**config.mk**
```make
export PLATFORM = sky130hd
export DESIGN_NAME = nqr_responder
export DESIGN_NICKNAME = d
export VERILOG_FILES = /design/src/core/nqr_pkg.sv /design/src/core/nqr_table_mem.sv /design/src/core/nqr_responder.sv
export VERILOG_INCLUDE_DIRS = /design/src /design/src/core
export SDC_FILE = /design/constraint.sdc
export NUM_CORES = 2
export LEC_CHECK = 0
export ABC_AREA = 0
export BUFFER_PORTS_ARGS = -buffer_cell sky130_fd_sc_hd__buf_2
export CORE_MARGIN = 1.5
export CORE_UTILIZATION = 40
export DETAILED_ROUTE_END_ITERATION = 12
export GPL_TIMING_DRIVEN = 1
export PLACE_DENSITY = 0.67
export SYNTH_ARGS = -nofsm -noshare
export SYNTH_HDL_FRONTEND = slang
export SYNTH_SLANG_ARGS = --single-unit
```
**constraint.sdc**
```tcl
create_clock -name core_clk -period 4.6 [get_ports core_clk]
set_input_delay 0.23 -clock core_clk [delete_from_list [all_inputs] [get_ports core_clk]]
set_output_delay 0.23 -clock core_clk [all_outputs]
set_load 0.05 [all_outputs]
```
**src/core/nqr_map.svh**
```systemverilog
// offsets, field layouts, codes and counts for the node query responder
`ifndef NQR_MAP_SVH
`define NQR_MAP_SVH
// message codes
`define NQR_CODE_PQUERY 8'h08
`define NQR_CODE_PREPLY 8'h09
`define NQR_CODE_TQUERY 8'h10
`define NQR_CODE_GENERIC 8'h01
`define NQR_CODE_DREADY 8'h02
`define NQR_CODE_DREPLY 8'h03
`define NQR_RC_GOOD 8'h00
`define NQR_RC_INVALID 8'h01
// message lengths in bytes, protocol list start index and records per frame
`define NQR_REQ_LEN 4'h8
`define NQR_DREPLY_MIN 4'h4
`define NQR_PREPLY_LEN 5'h0F
`define NQR_GENERIC_LEN 5'h05
`define NQR_DREADY_LEN 5'h0C
`define NQR_PLIST_BASE 5'h04
`define NQR_PLIST_LEN 4'hB
`define NQR_REC_LEN 5'h12
`define NQR_REC_PER_FRAME 4'h8
// register offsets
`define NQR_OFF_CTRL 8'h00
`define NQR_OFF_STATUS 8'h04
`define NQR_OFF_ENTRIES 8'h08
`define NQR_OFF_PLEN 8'h0C
`define NQR_OFF_TADDR 8'h10
`define NQR_OFF_TDATA 8'h14
`define NQR_OFF_PLIST 8'h40
`define NQR_OFF_PLIST_END 8'h6C
// field positions
`define NQR_CTRL_EN_BIT 0
`define NQR_ST_BUSY_BIT 0
`define NQR_ST_LOW_BIT 1
`define NQR_ST_HIGH_BIT 2
`define NQR_ST_WAIT_BIT 3
// reset values
`define NQR_CTRL_EN_RST 1'b1
`define NQR_ENTRIES_RST 8'h00
`define NQR_PLEN_RST 4'h0
`endif

```
**src/core/nqr_pkg.sv**
```systemverilog
// types shared by the node query responder
package nqr_pkg;

  typedef enum logic [1:0] {
    NQR_IDLE,
    NQR_SEND,
    NQR_WAIT
  } nqr_state_t;

  typedef enum logic [2:0] {
    MSG_PREPLY,
    MSG_GEN_BAD,
    MSG_GEN_OK,
    MSG_DREADY,
    MSG_DATA
  } nqr_msg_t;

endpackage

```
**src/core/nqr_table_mem.sv**
```systemverilog
// byte memory holding the configurator table records
module nqr_table_mem #(
  parameter int DEPTH = 288,
  parameter int AW = 9
) (
  // clock
  input wire logic core_clk,
  // write side
  input wire logic we,
  input wire logic [AW-1:0] waddr,
  input wire logic [7:0] wdata,
  // read side
  input wire logic [AW-1:0] raddr,
  output logic [7:0] rdata_r
);

  logic [7:0] mem [DEPTH];

  always_ff @(posedge core_clk) begin
    if (we) begin
      mem[waddr] <= wdata;
    end
  end

  always_ff @(posedge core_clk) begin
    rdata_r <= mem[raddr];
  end

endmodule // nqr_table_mem

```
**src/core/nqr_responder.sv**
```systemverilog
// node query responder: protocol and table query replies
//
// What this block does
// - protocol query: code 08h, tag, return path
// - bad query field answers generic invalid reply
// - reply path taken from request return path
// - protocol reply code 09h, same port
// - protocol reply echoes request tag
// - protocol list eleven bytes, zero padded
// - standard protocol is one code byte
// - vendor entry: code plus four-byte identifier
// - protocol codes in list are distinct
// - table query: code 10h, tag, return path
// - data-ready gives byte count, offset zero
// - 18-byte records, eight per frame max
// - record layout with live flag, port-1
// - generic and data-ready replies echo tag and path, data frames path only
// - speed bits follow link speed state
//
// The address map and the plain strobed port were left to the implementer.
`include "nqr_map.svh"

module nqr_responder
  import nqr_pkg::*;
#(
  parameter int PORT_W = 2,
  parameter int MAX_ENTRIES = 16
) (
  // clock and reset
  input wire logic core_clk,
  input wire logic rstn,
  // register port
  input wire logic [7:0] reg_addr,
  input wire logic [31:0] reg_wdata,
  input wire logic reg_we,
  input wire logic reg_re,
  output logic [31:0] reg_rdata,
  // received service messages
  input wire logic rx_valid,
  input wire logic [7:0] rx_data,
  input wire logic rx_last,
  input wire logic [PORT_W-1:0] rx_port,
  // transmitted service messages
  output logic tx_valid,
  output logic [7:0] tx_data,
  output logic tx_last,
  output logic [PORT_W-1:0] tx_port,
  output logic [31:0] tx_path,
  input wire logic tx_ready,
  // link state pins
  input wire logic port_operational,
  input wire logic port_high_speed,
  output logic running_low_speed,
  output logic running_high_speed
);

  localparam int TBL_DEPTH = MAX_ENTRIES * `NQR_REC_LEN;
  localparam int TBL_AW = $clog2(TBL_DEPTH);
  localparam logic [7:0] MAX_E8 = 8'(MAX_ENTRIES);
  // worked out at int width so the product cannot wrap in five bits
  localparam int FRAME_BYTES = `NQR_REC_PER_FRAME * `NQR_REC_LEN;

  nqr_state_t state_r;
  nqr_msg_t kind_r;
  logic ctrl_en_r;
  logic [7:0] entries_r;
  logic [3:0] plen_r;
  logic [7:0] plist_r [`NQR_PLIST_LEN];
  logic [TBL_AW-1:0] tbl_waddr_r;
  logic [TBL_AW-1:0] tbl_ptr_r;
  logic [7:0] mem_rdata;
  logic [31:0] rdata_r;
  logic [3:0] rx_cnt_r;
  logic [3:0] rx_len_r;
  logic rx_done_r;
  logic [7:0] rx_code_s;
  logic [15:0] rx_tag_s;
  logic [31:0] rx_path_s;
  logic [PORT_W-1:0] rx_port_s;
  logic [15:0] tag_r;
  logic [31:0] path_r;
  logic [PORT_W-1:0] port_r;
  logic tx_valid_r;
  logic tx_last_r;
  logic [7:0] tx_data_r;
  logic [4:0] idx_r;
  logic pend_r;
  logic [15:0] left_r;
  logic [4:0] rb_r;
  logic [2:0] frec_r;
  logic op_s1_r, op_s2_r, op_s3_r, op_r;
  logic hs_s1_r, hs_s2_r, hs_s3_r, hs_r;
  logic run_low_r, run_high_r;
  logic slot_free, start, len_ok, is_pq, is_tq, reply_ok;
  logic [4:0] msg_len;
  logic [7:0] byte_nxt;
  logic [4:0] pl_i;
  logic [15:0] byte_count;
  logic tbl_we;

  function automatic logic plist_hit(input logic [7:0] a);
    return (a >= `NQR_OFF_PLIST) && (a < `NQR_OFF_PLIST_END) &&
           (a[1:0] == 2'h0);
  endfunction

  function automatic logic [3:0] plist_idx(input logic [7:0] a);
    logic [7:0] d;
    d = a - `NQR_OFF_PLIST;
    return d[5:2];
  endfunction

  //////////////////////////////////////////////////////////////////////////
  // register port

  always_ff @(posedge core_clk) begin
    if (!rstn) begin
      ctrl_en_r <= `NQR_CTRL_EN_RST;
      entries_r <= `NQR_ENTRIES_RST;
      plen_r <= `NQR_PLEN_RST;
    end else if (reg_we) begin
      if (reg_addr == `NQR_OFF_CTRL) begin
        ctrl_en_r <= reg_wdata[`NQR_CTRL_EN_BIT];
      end
      // clamped so the table walk never leaves the memory
      if (reg_addr == `NQR_OFF_ENTRIES) begin
        entries_r <= (reg_wdata[7:0] > MAX_E8) ? MAX_E8 : reg_wdata[7:0];
      end
      if (reg_addr == `NQR_OFF_PLEN) begin
        plen_r <= (reg_wdata[3:0] > `NQR_PLIST_LEN) ? `NQR_PLIST_LEN :
                  reg_wdata[3:0];
      end
    end
  end

  // software fills standard one-byte and five-byte vendor entries here
  always_ff @(posedge core_clk) begin
    if (!rstn) begin
      for (int i = 0; i < `NQR_PLIST_LEN; i++) begin
        plist_r[i] <= 8'h00;
      end
    end else if (reg_we && plist_hit(reg_addr)) begin
      plist_r[plist_idx(reg_addr)] <= reg_wdata[7:0];
    end
  end

  assign tbl_we = reg_we && (reg_addr == `NQR_OFF_TDATA);

  always_ff @(posedge core_clk) begin
    if (!rstn) begin
      tbl_waddr_r <= '0;
    end else if (reg_we && reg_addr == `NQR_OFF_TADDR) begin
      tbl_waddr_r <= reg_wdata[TBL_AW-1:0];
    end else if (tbl_we) begin
      tbl_waddr_r <= tbl_waddr_r + 1'b1;
    end
  end

  always_ff @(posedge core_clk) begin
    if (!rstn) begin
      rdata_r <= 32'h0;
    end else if (reg_re) begin
      case (reg_addr)
        `NQR_OFF_CTRL: rdata_r <= {31'h0, ctrl_en_r};
        `NQR_OFF_STATUS: rdata_r <= {28'h0, state_r == NQR_WAIT,
                                     run_high_r, run_low_r,
                                     state_r != NQR_IDLE};
        `NQR_OFF_ENTRIES: rdata_r <= {24'h0, entries_r};
        `NQR_OFF_PLEN: rdata_r <= {28'h0, plen_r};
        `NQR_OFF_TADDR: rdata_r <= 32'(tbl_waddr_r);
        default: begin
          rdata_r <= plist_hit(reg_addr) ?
                     {24'h0, plist_r[plist_idx(reg_addr)]} : 32'h0;
        end
      endcase
    end else begin
      rdata_r <= 32'h0;
    end
  end

  nqr_table_mem #(
    .DEPTH(TBL_DEPTH),
    .AW(TBL_AW)
  ) u_mem (
    .core_clk(core_clk),
    .we(tbl_we),
    .waddr(tbl_waddr_r),
    .wdata(reg_wdata[7:0]),
    .raddr(tbl_ptr_r),
    .rdata_r(mem_rdata)
  );

  //////////////////////////////////////////////////////////////////////////
  // link state pins, three stages, change taken once stages two and three agree

  always_ff @(posedge core_clk) begin
    if (!rstn) begin
      {op_s1_r, op_s2_r, op_s3_r, op_r} <= 4'h0;
      {hs_s1_r, hs_s2_r, hs_s3_r, hs_r} <= 4'h0;
    end else begin
      {op_s1_r, op_s2_r, op_s3_r} <= {port_operational, op_s1_r, op_s2_r};
      {hs_s1_r, hs_s2_r, hs_s3_r} <= {port_high_speed, hs_s1_r, hs_s2_r};
      if (op_s2_r == op_s3_r) begin
        op_r <= op_s3_r;
      end
      if (hs_s2_r == hs_s3_r) begin
        hs_r <= hs_s3_r;
      end
    end
  end

  always_ff @(posedge core_clk) begin
    if (!rstn) begin
      run_low_r <= 1'b0;
      run_high_r <= 1'b0;
    end else begin
      run_high_r <= op_r && hs_r;
      run_low_r <= op_r && !hs_r;
    end
  end

  //////////////////////////////////////////////////////////////////////////
  // request receive; reserved byte one is never looked at

  always_ff @(posedge core_clk) begin
    if (!rstn) begin
      rx_cnt_r <= 4'h0;
      rx_len_r <= 4'h0;
      rx_done_r <= 1'b0;
      rx_code_s <= 8'h00;
      rx_tag_s <= 16'h0;
      rx_path_s <= 32'h0;
      rx_port_s <= '0;
    end else begin
      rx_done_r <= rx_valid && rx_last;
      if (rx_valid) begin
        rx_len_r <= (rx_cnt_r == 4'hF) ? 4'hF : rx_cnt_r + 4'h1;
        rx_cnt_r <= rx_last ? 4'h0 :
                    (rx_cnt_r == 4'hF) ? 4'hF : rx_cnt_r + 4'h1;
        case (rx_cnt_r)
          4'h0: begin
            rx_code_s <= rx_data;
            rx_port_s <= rx_port;
          end
          4'h2: rx_tag_s[15:8] <= rx_data;
          4'h3: rx_tag_s[7:0] <= rx_data;
          4'h4, 4'h5, 4'h6, 4'h7: begin
            rx_path_s <= {rx_path_s[23:0], rx_data};
          end
          default: ;
        endcase
      end
    end
  end

  assign is_pq = rx_code_s == `NQR_CODE_PQUERY;
  assign is_tq = rx_code_s == `NQR_CODE_TQUERY;
  assign len_ok = rx_len_r == `NQR_REQ_LEN;
  // a fresh query while waiting for a data-reply abandons the transfer
  assign start = rx_done_r && ctrl_en_r && (is_pq || is_tq) &&
                 (state_r == NQR_IDLE || state_r == NQR_WAIT);
  // matching on tag relies on the requester keeping it unique
  assign reply_ok = rx_done_r && state_r == NQR_WAIT &&
                    rx_code_s == `NQR_CODE_DREPLY &&
                    rx_len_r >= `NQR_DREPLY_MIN && rx_tag_s == tag_r;

  always_ff @(posedge core_clk) begin
    if (!rstn) begin
      tag_r <= 16'h0;
      path_r <= 32'h0;
      port_r <= '0;
    end else if (start) begin
      tag_r <= rx_tag_s;
      path_r <= rx_path_s;
      port_r <= rx_port_s;
    end
  end

  //////////////////////////////////////////////////////////////////////////
  // reply byte generation

  assign byte_count = 16'(entries_r) * 16'(`NQR_REC_LEN);

  always_comb begin
    msg_len = `NQR_GENERIC_LEN;
    if (kind_r == MSG_PREPLY) begin
      msg_len = `NQR_PREPLY_LEN;
    end else if (kind_r == MSG_DREADY) begin
      msg_len = `NQR_DREADY_LEN;
    end
  end

  always_comb begin
    byte_nxt = 8'h00;
    pl_i = idx_r - `NQR_PLIST_BASE;
    if (idx_r == 5'h02) begin
      byte_nxt = tag_r[15:8];
    end else if (idx_r == 5'h03) begin
      byte_nxt = tag_r[7:0];
    end else if (idx_r == 5'h00) begin
      unique case (kind_r)
        MSG_PREPLY: byte_nxt = `NQR_CODE_PREPLY;
        MSG_DREADY: byte_nxt = `NQR_CODE_DREADY;
        default: byte_nxt = `NQR_CODE_GENERIC;
      endcase
    end else if (kind_r == MSG_PREPLY) begin
      if (idx_r >= `NQR_PLIST_BASE && pl_i < 5'(plen_r)) begin
        byte_nxt = plist_r[pl_i[3:0]];
      end
    end else if (kind_r == MSG_GEN_BAD && idx_r == 5'h04) begin
      byte_nxt = `NQR_RC_INVALID;
    end else if (kind_r == MSG_DREADY && idx_r >= 5'h0A) begin
      // offset bytes 4..7 stay zero, count in 8..11
      byte_nxt = (idx_r == 5'h0A) ? byte_count[15:8] :
                 byte_count[7:0];
    end
  end

  //////////////////////////////////////////////////////////////////////////
  // transmit engine

  assign slot_free = !tx_valid_r || tx_ready;

  always_ff @(posedge core_clk) begin
    if (!rstn) begin
      state_r <= NQR_IDLE;
      kind_r <= MSG_PREPLY;
      idx_r <= 5'h0;
      tx_valid_r <= 1'b0;
      tx_last_r <= 1'b0;
      tx_data_r <= 8'h00;
      pend_r <= 1'b0;
      tbl_ptr_r <= '0;
      left_r <= 16'h0;
      rb_r <= 5'h0;
      frec_r <= 3'h0;
    end else begin
      unique case (state_r)
        NQR_IDLE, NQR_WAIT: begin
          if (start) begin
            state_r <= NQR_SEND;
            idx_r <= 5'h0;
            kind_r <= !len_ok ? MSG_GEN_BAD :
                      is_pq ? MSG_PREPLY : MSG_GEN_OK;
          end else if (reply_ok) begin
            state_r <= NQR_SEND;
            kind_r <= MSG_DATA;
            tbl_ptr_r <= '0;
            left_r <= byte_count;
            rb_r <= 5'h0;
            frec_r <= 3'h0;
            pend_r <= 1'b0;
          end
        end
        NQR_SEND: begin
          if (kind_r != MSG_DATA) begin
            if (slot_free) begin
              if (idx_r < msg_len) begin
                tx_valid_r <= 1'b1;
                tx_data_r <= byte_nxt;
                tx_last_r <= idx_r == msg_len - 5'h1;
                idx_r <= idx_r + 5'h1;
              end else begin
                tx_valid_r <= 1'b0;
                tx_last_r <= 1'b0;
                idx_r <= 5'h0;
                if (kind_r == MSG_GEN_OK) begin
                  kind_r <= MSG_DREADY;
                end else if (kind_r == MSG_DREADY) begin
                  state_r <= NQR_WAIT;
                end else begin
                  state_r <= NQR_IDLE;
                end
              end
            end
          end else if (left_r == 16'h0) begin
            if (slot_free) begin
              tx_valid_r <= 1'b0;
              tx_last_r <= 1'b0;
              state_r <= NQR_IDLE;
            end
          end else if (!pend_r) begin
            // memory read is registered, so each byte is fetched first
            pend_r <= 1'b1;
            if (slot_free) begin
              tx_valid_r <= 1'b0;
              tx_last_r <= 1'b0;
            end
          end else if (slot_free) begin
            pend_r <= 1'b0;
            tx_valid_r <= 1'b1;
            tx_data_r <= (rb_r == `NQR_REC_LEN - 5'h1) ? 8'h00 :
                         mem_rdata;
            tx_last_r <= (rb_r == `NQR_REC_LEN - 5'h1) &&
                         (frec_r == 3'(`NQR_REC_PER_FRAME - 4'h1) ||
                          left_r == 16'h1);
            tbl_ptr_r <= tbl_ptr_r + 1'b1;
            left_r <= left_r - 16'h1;
            if (rb_r == `NQR_REC_LEN - 5'h1) begin
              rb_r <= 5'h0;
              frec_r <= frec_r + 3'h1;
            end else begin
              rb_r <= rb_r + 5'h1;
            end
          end
        end
        default: state_r <= NQR_IDLE;
      endcase
    end
  end

  //////////////////////////////////////////////////////////////////////////
  // checks on the transmit side

  logic [4:0] cur_i;
  logic [7:0] fr_bytes_r;
  logic hdr_out;

  assign cur_i = idx_r - 5'h1;
  assign hdr_out = state_r == NQR_SEND && kind_r != MSG_DATA && tx_valid_r;

  always_ff @(posedge core_clk) begin
    if (!rstn) begin
      fr_bytes_r <= 8'h00;
    end else if (kind_r == MSG_DATA && tx_valid_r && tx_ready) begin
      fr_bytes_r <= tx_last_r ? 8'h00 : fr_bytes_r + 8'h01;
    end
  end

  //////////////////////////////////////////////////////////////////////////
  // outputs

  assign reg_rdata = rdata_r;
  assign tx_valid = tx_valid_r;
  assign tx_data = tx_data_r;
  assign tx_last = tx_last_r;
  assign tx_port = port_r;
  assign tx_path = path_r;
  assign running_low_speed = run_low_r;
  assign running_high_speed = run_high_r;

endmodule // nqr_responder

```
Yosys cells after proc, flatten, opt, wreduce, memory -nomap -nowiden. Memories as Yosys holds them, arrays and structs flattened. A register that Yosys moved wholly into a read port is not among the register bits. Index checks and enable logic that the tools add are counted.

Magnitude comparators: 9. Multiplexer cells: 110. $mul: 1. Add/subtract/negate cells: 10. Reduce and logical (&&, ||, !) cells: 56. Eq/ne operators: 54.

Operator list (number): $mux W8 (18); $mux W16 (6); $mux W9 (8); $mux W5 (11); $pmux W9 S5 (1); $mux W3 (13); $pmux W16 S2 (1); $mux W1 (27); $ne A2 B2 Y1 const B (13); $eq A8 B4 Y1 const B (3); $eq A8 B5 Y1 const B (3); $mux W4 (6); $mux W2 (11); $ne A3 B3 Y1 const B (7); $pmux W5 S2 (2); $logic_and A1 B1 Y1 (19); $add A9 B1 Y9 const B (2); $pmux W9 S2 (1); $reduce_and A6 Y1 (3); $eq A16 B1 Y1 const B (1); $eq A16 B16 Y1 (1); $eq A4 B3 Y1 const B (4); $logic_not A16 Y1 (1); $reduce_and A2 Y1 (8); 54 further kinds (70).

Bits in registers: 235. Output and inout bits: 78. Input bits: 59. Logic and storage cells: 279. Memories: 2. RAM bits: 2392.

Memory list: u_mem.mem (depth 288, bits a word 8, rd ports 1, clocked after memory_dff 1, write ports 1, RTL line nqr_table_mem.sv:17) `logic [7:0] mem [DEPTH];`; plist_r (depth 11, bits a word 8, rd ports 2, clocked after memory_dff 0, write ports 11, RTL line nqr_responder.sv:68) `` logic [7:0] plist_r [`NQR_PLIST_LEN]; ``.

Logic depth before layout (Yosys ltp).
Word-level depth: 11. Mapped depth: 14. Depth with buffers taken out: 11.

Hierarchy. Synthesis repeated with hierarchy kept, for this count alone.

Cells, all modules: 6011. Area total of the unflattened synthesis: 106772.4 um^2.

Modules (own cells, without submodules): nqr_table_mem (times used 1, cells each 4286, seq. area each 69346.5 um^2, area each 90067.6 um^2); nqr_responder (times used 1, cells each 1725, seq. area each 8007.7 um^2, area each 16704.8 um^2).

Least setup slack after synthesis. OpenSTA, ideal clock, no wires.

Path kind: flip-flop to flip-flop. From: register idx_r[2]. To: register tx_data_r[2] (netlist: tx_data[2]). Cell stages (with the launch flop): 12. Data required time: 4.526 ns. Library setup time: 0.074 ns. Path buffers: 2. Arrival: 2.840 ns. Period minus slack after synthesis: 2.914 ns. Path slack: 1.686 ns. Cell sequence: dfxtp_1 clkbuf_1 inv_2 ha_1 clkbuf_1 clkinv_1 ha_1 a21oi_1 o211ai_1 or3_1 a31o_2 a31oi_1.

Longest elaborated chain between the ends: 11. Elaborated cells between the ends (all ways): 27. Those cells by class: 1 x add/sub; 4 x order compare; 5 x eq/ne; 11 x mux; 5 x reduce/logical; 1 x memory.

Ends and longest elaborated chain: from (decl) (RTL line nqr_responder.sv:86) `logic [4:0] idx_r;`; from (signal assigned) (RTL line nqr_responder.sv:361) `idx_r <= idx_r + 5'h1;`; $sub A5 B3 Y5 (no source line) (tied with other cells); $lt A5 B4 Y1 (tied with other cells) (RTL line nqr_responder.sv:306) `` if (idx_r >= `NQR_PLIST_BASE && pl_i < 5'(plen_r)) begin ``; $logic_and A1 B1 Y1 / $mux W8 (equally long branches) (RTL line nqr_responder.sv:306, nqr_responder.sv:311); $mux W8 (on tied branches) (RTL line nqr_responder.sv:306, nqr_responder.sv:309); $mux W8 (RTL line nqr_responder.sv:305) `end else if (kind_r == MSG_PREPLY) begin`; $mux W8 (RTL line nqr_responder.sv:299) `end else if (idx_r == 5'h00) begin`; $mux W8 (RTL line nqr_responder.sv:297) `end else if (idx_r == 5'h03) begin`; $mux W8 (RTL line nqr_responder.sv:295) `if (idx_r == 5'h02) begin`; $mux W8 (RTL line nqr_responder.sv:357) `if (idx_r < msg_len) begin`; $mux W8 (RTL line nqr_responder.sv:356) `if (slot_free) begin`; $mux W8 (RTL line nqr_responder.sv:355) `if (kind_r != MSG_DATA) begin`; to (signal assigned) (RTL line nqr_responder.sv:359) `tx_data_r <= byte_nxt;`; to (signal assigned) (RTL line nqr_responder.sv:391) `` tx_data_r <= (rb_r == `NQR_REC_LEN - 5'h1) ? 8'h00 : ``; to (decl) (RTL line nqr_responder.sv:85) `logic [7:0] tx_data_r;`.

Parallel ways exist; a longest one is shown, timed or not. The select of a mux whose other input is x is not followed. A chain may end at the register's enable or synchronous reset.

Worst setup path in the final report.
From: register tbl_waddr_r[4]. To: memory u_mem.mem[119][5], enable pin.

RTL lines: from (decl) (RTL line nqr_responder.sv:69) `logic [TBL_AW-1:0] tbl_waddr_r;`; from (signal assigned) (RTL line nqr_responder.sv:152) `tbl_waddr_r <= reg_wdata[TBL_AW-1:0];`; from (signal assigned) (RTL line nqr_responder.sv:154) `tbl_waddr_r <= tbl_waddr_r + 1'b1;`; to (decl) (RTL line nqr_table_mem.sv:17).

No word-level cell before the write port.

==> summary.txt <==
Worst setup path
  • WS Path Type: reg2reg
  • Worst r2r src: tbl_waddr_r[4]
  • R2R cell count: 4
  • Crit path DAT: around 4.4 ns
  • CP Capture Type: register
  • Crit-path max FO: 16
  • Setup crit start kind: register
  • R2r setup slk: 0.71 ns
  • Worst reg2reg path endpoint: u_mem.mem[119][5]
  • CP Data Required Time: 5.13 ns

Layout
  • Synth-to-Final Area Change: 12.8%
  • Layout Utilization: 45.5%
  • Layout cells sized above 1: 22.4%
  • Commonest non-fill, non-tap cell in the layout: edfxtp_1
  • Most frequent cells in the layout: edfxtp_1, mux4_2, nor2_1
  • Final nets: 6153

Yosys
  • Synth cell types: 84
  • Synthesized area: 106000 um2
  • Cells after Synth: 5780
  • Part of the Yosys area used for sequential elements: 72.9%
  • Syn avg cell area: around 18 um2
  • Ys Warns: 0
  • Top FF cell, synth: edfxtp_1
  • Async S/R FF share, synth: 0%
  • EDFF count, synth: 2424
  • FF+latch count, synth: between 2000 and 3000

Clock network
  • CTS tree: done
  • Clock Sinks: 2652
  • Post-CTS setup buffer count: 0
  • Worst-path clk slew: about 0.060 ns
  • # hold bufs at CTS: 30
  • Clock Latency Late Sink: slightly above 0.9 ns
  • Clock buffer count from CTS: about 250
  • Clock buffer depth: 4
  • H-tree levels: 4
  • Clock Root Buffer: clkbuf_16
  • PostCTS Resize Cnt: 0

Pwr
  • Pint: 37.9 mW
  • Clock power frac: 42.7%
  • Power consumption: 47.4 mW
  • Net Sw Frac: about a fifth
  • Max VDD drop: 0.336 mV
  • P_sw: 9.51 mW
  • P per Cell Area: 396 nW/um2
  • Pleak: 36.3 nW
  • Flop pwr share: 55.7%
  • Comb pwr share: approximately 1.7%

Route
  • Detailed-router iteration count before antenna repair: 6
  • Routed Antenna Nets: 0
  • WL final: 274000 um
  • Residual DRC: 0
  • Via density per instance: 5.82
  • Routed WL per cell: 28.0 um
  • Vias: 56882
  • Drt initial violations: 7768

Floorplan
  • DIE WIDTH: around 520 um
  • Initial Util: 40.3%
  • Vert. Die Dim: 518 um
  • Core area: 263000 um2
  • I/O Pins: 137
  • Num rows: 188
  • Die area: 268000 um2

Global route
  • GRT Residual Overflow: 0
  • Global-route wire length before repair: 396000 um
  • Total track usage: 20.0%
  • Grt met3 use: 4.91%
  • Initial antenna violation count: 14
  • GRT busiest layer: met2
  • Largest net degree at the start of global routing: 193
  • Vias in the first global route: 56028
  • Met1 usage: approximately 28%
  • Met2 Use GR: 30.4%

Worst hold path
  • WHS Path Cells: 4
  • Min-delay worst type: in2reg
  • Min-delay src: rx_port[0]
  • WHS Endpoint: rx_port_s[0]

Placed design
  • I/O Buffers: 90
  • HPWL after DPL: 167000 um
  • RD Place Congestion: 0.877

Timing
  • Setup repair after global routing missed its margin: no
  • Fmax achieved: around 260 MHz
  • Post-Route Setup TNS: 0 ns
  • Final setup viols: 0
  • Hold WS: 0.173 ns
  • Worst-margin pin slew: approximately 1.2 ns
  • Fin crit period: 3.89 ns
  • Fin crit share: 84.6%
  • Max_slew headroom: between 10% and 20%
  • Skew final: 0.0923 ns
  • Fin. Hold Viols: 0
  • Final Slew Violations: 0

Outcome
  • Status: completed

Job
  • Max_cap viols: 0
-- Yosys cell counts, types with 30 or more instances --
cell      count  area [um2]
dfxtp_1     228        4560
edfxtp_1   2424       72800
mux2i_1     179        1790
inv_1        33         124
o22ai_1      31         194
a22oi_1      50         375
buf_2        85         425
o21ai_0      88         440
and2_1      102         638
nor3_1       46         230
a31oi_1      30         188
ha_1         38         475
nor2_1      422        1580
nand3_1      46         230
a21oi_1     221        1110
o221ai_1     33         289
buf_4        60         450
clkbuf_1    193         724
nand2_1     404        1520
mux4_2      654       14700
-- registers in the layout (all words and copies together), names as in the netlist, 3 cells and up --
name,flops
entries_r,8
frec_r,3
idx_r,5
kind_r,3
left_r,16
plen_r,4
plist_r,128
rb_r,5
reg_rdata,9
rx_cnt_r,4
rx_code_s,8
rx_len_r,4
rx_path_s,32
rx_tag_s,16
tag_r,16
tbl_ptr_r,9
tbl_waddr_r,9
tx_data,8
tx_path,32
u_mem.mem,2304
u_mem.rdata_r,8
-- worst max-delay path, cell delays in order (launching register included) --
cell     delay, ns
dfxtp_1       0.92
inv_1         0.48
nor3_1        0.67
nand2_1       0.63
nor2_1        0.84
-- area by class of cell --
type                    count  area, um2
repair buffers            348       2890
clock buffers             313       6600
multi-input cells        2768      27000
flip-flops and latches   2652      77400
diodes                      2       5.00
clock inverters           133       1290
fillers                 22110     144000
well taps                3515       4400
inverters                  37        141
-- per-stage QoR --
stage	std cells	worst slack [ns]	area (um2)
after floorplan	5842	1.69	106000
after global placement	9290	0.323	112000
after detailed placement	9290	0.261	112000
after CTS	9766	0.897	120000
after global routing	9767	0.369	120000
final	9768	0.710	120000
-- metal layers --
metal	up-vias	share of wire, %
met5	-	0.040
met4	16	3.1
met3	486	11
met2	2981	46
met1	29694	41
li1	23705	-
-- power by group through the flow --
stage	logic [mW]	registers (mW)	clock network, mW
after floorplan	0.268	26.9	0
after global placement	0.729	26.9	0
after detailed placement	0.763	26.9	0
after CTS	0.785	26.4	20.4
after global routing	0.839	26.4	21.3
final	0.784	26.4	20.2
-- cell families after synthesis --
family          count (synthesis)  share of synthesized area [%]
buf+inv                       422                           1.99
flops                        2652                           72.9
other cells                     1                        0.00353
compound gates                603                           3.64
simple gates                 1180                           4.99
mux                           852                           15.8
xor+xnor                       31                          0.256
fa+ha+maj                      39                          0.467
-- how the worst max path moves through the flow --
stage	slack (ns)	to	cells after the start	from
2_1_floorplan	1.69	tx_data[2]	11	idx_r[2]
3_3_place_gp	0.32	u_mem.mem[116][6]	9	reg_addr[1]
3_5_place_dp	0.26	u_mem.mem[109][0]	9	reg_addr[1]
4_1_cts	0.90	u_mem.rdata_r[1]	9	tbl_ptr_r[0]
5_1_grt	0.37	tx_data[2]	10	kind_r[0]
6_report	0.71	u_mem.mem[119][5]	4	tbl_waddr_r[4]
No activity file was read; power rests on OpenSTA's default activity.
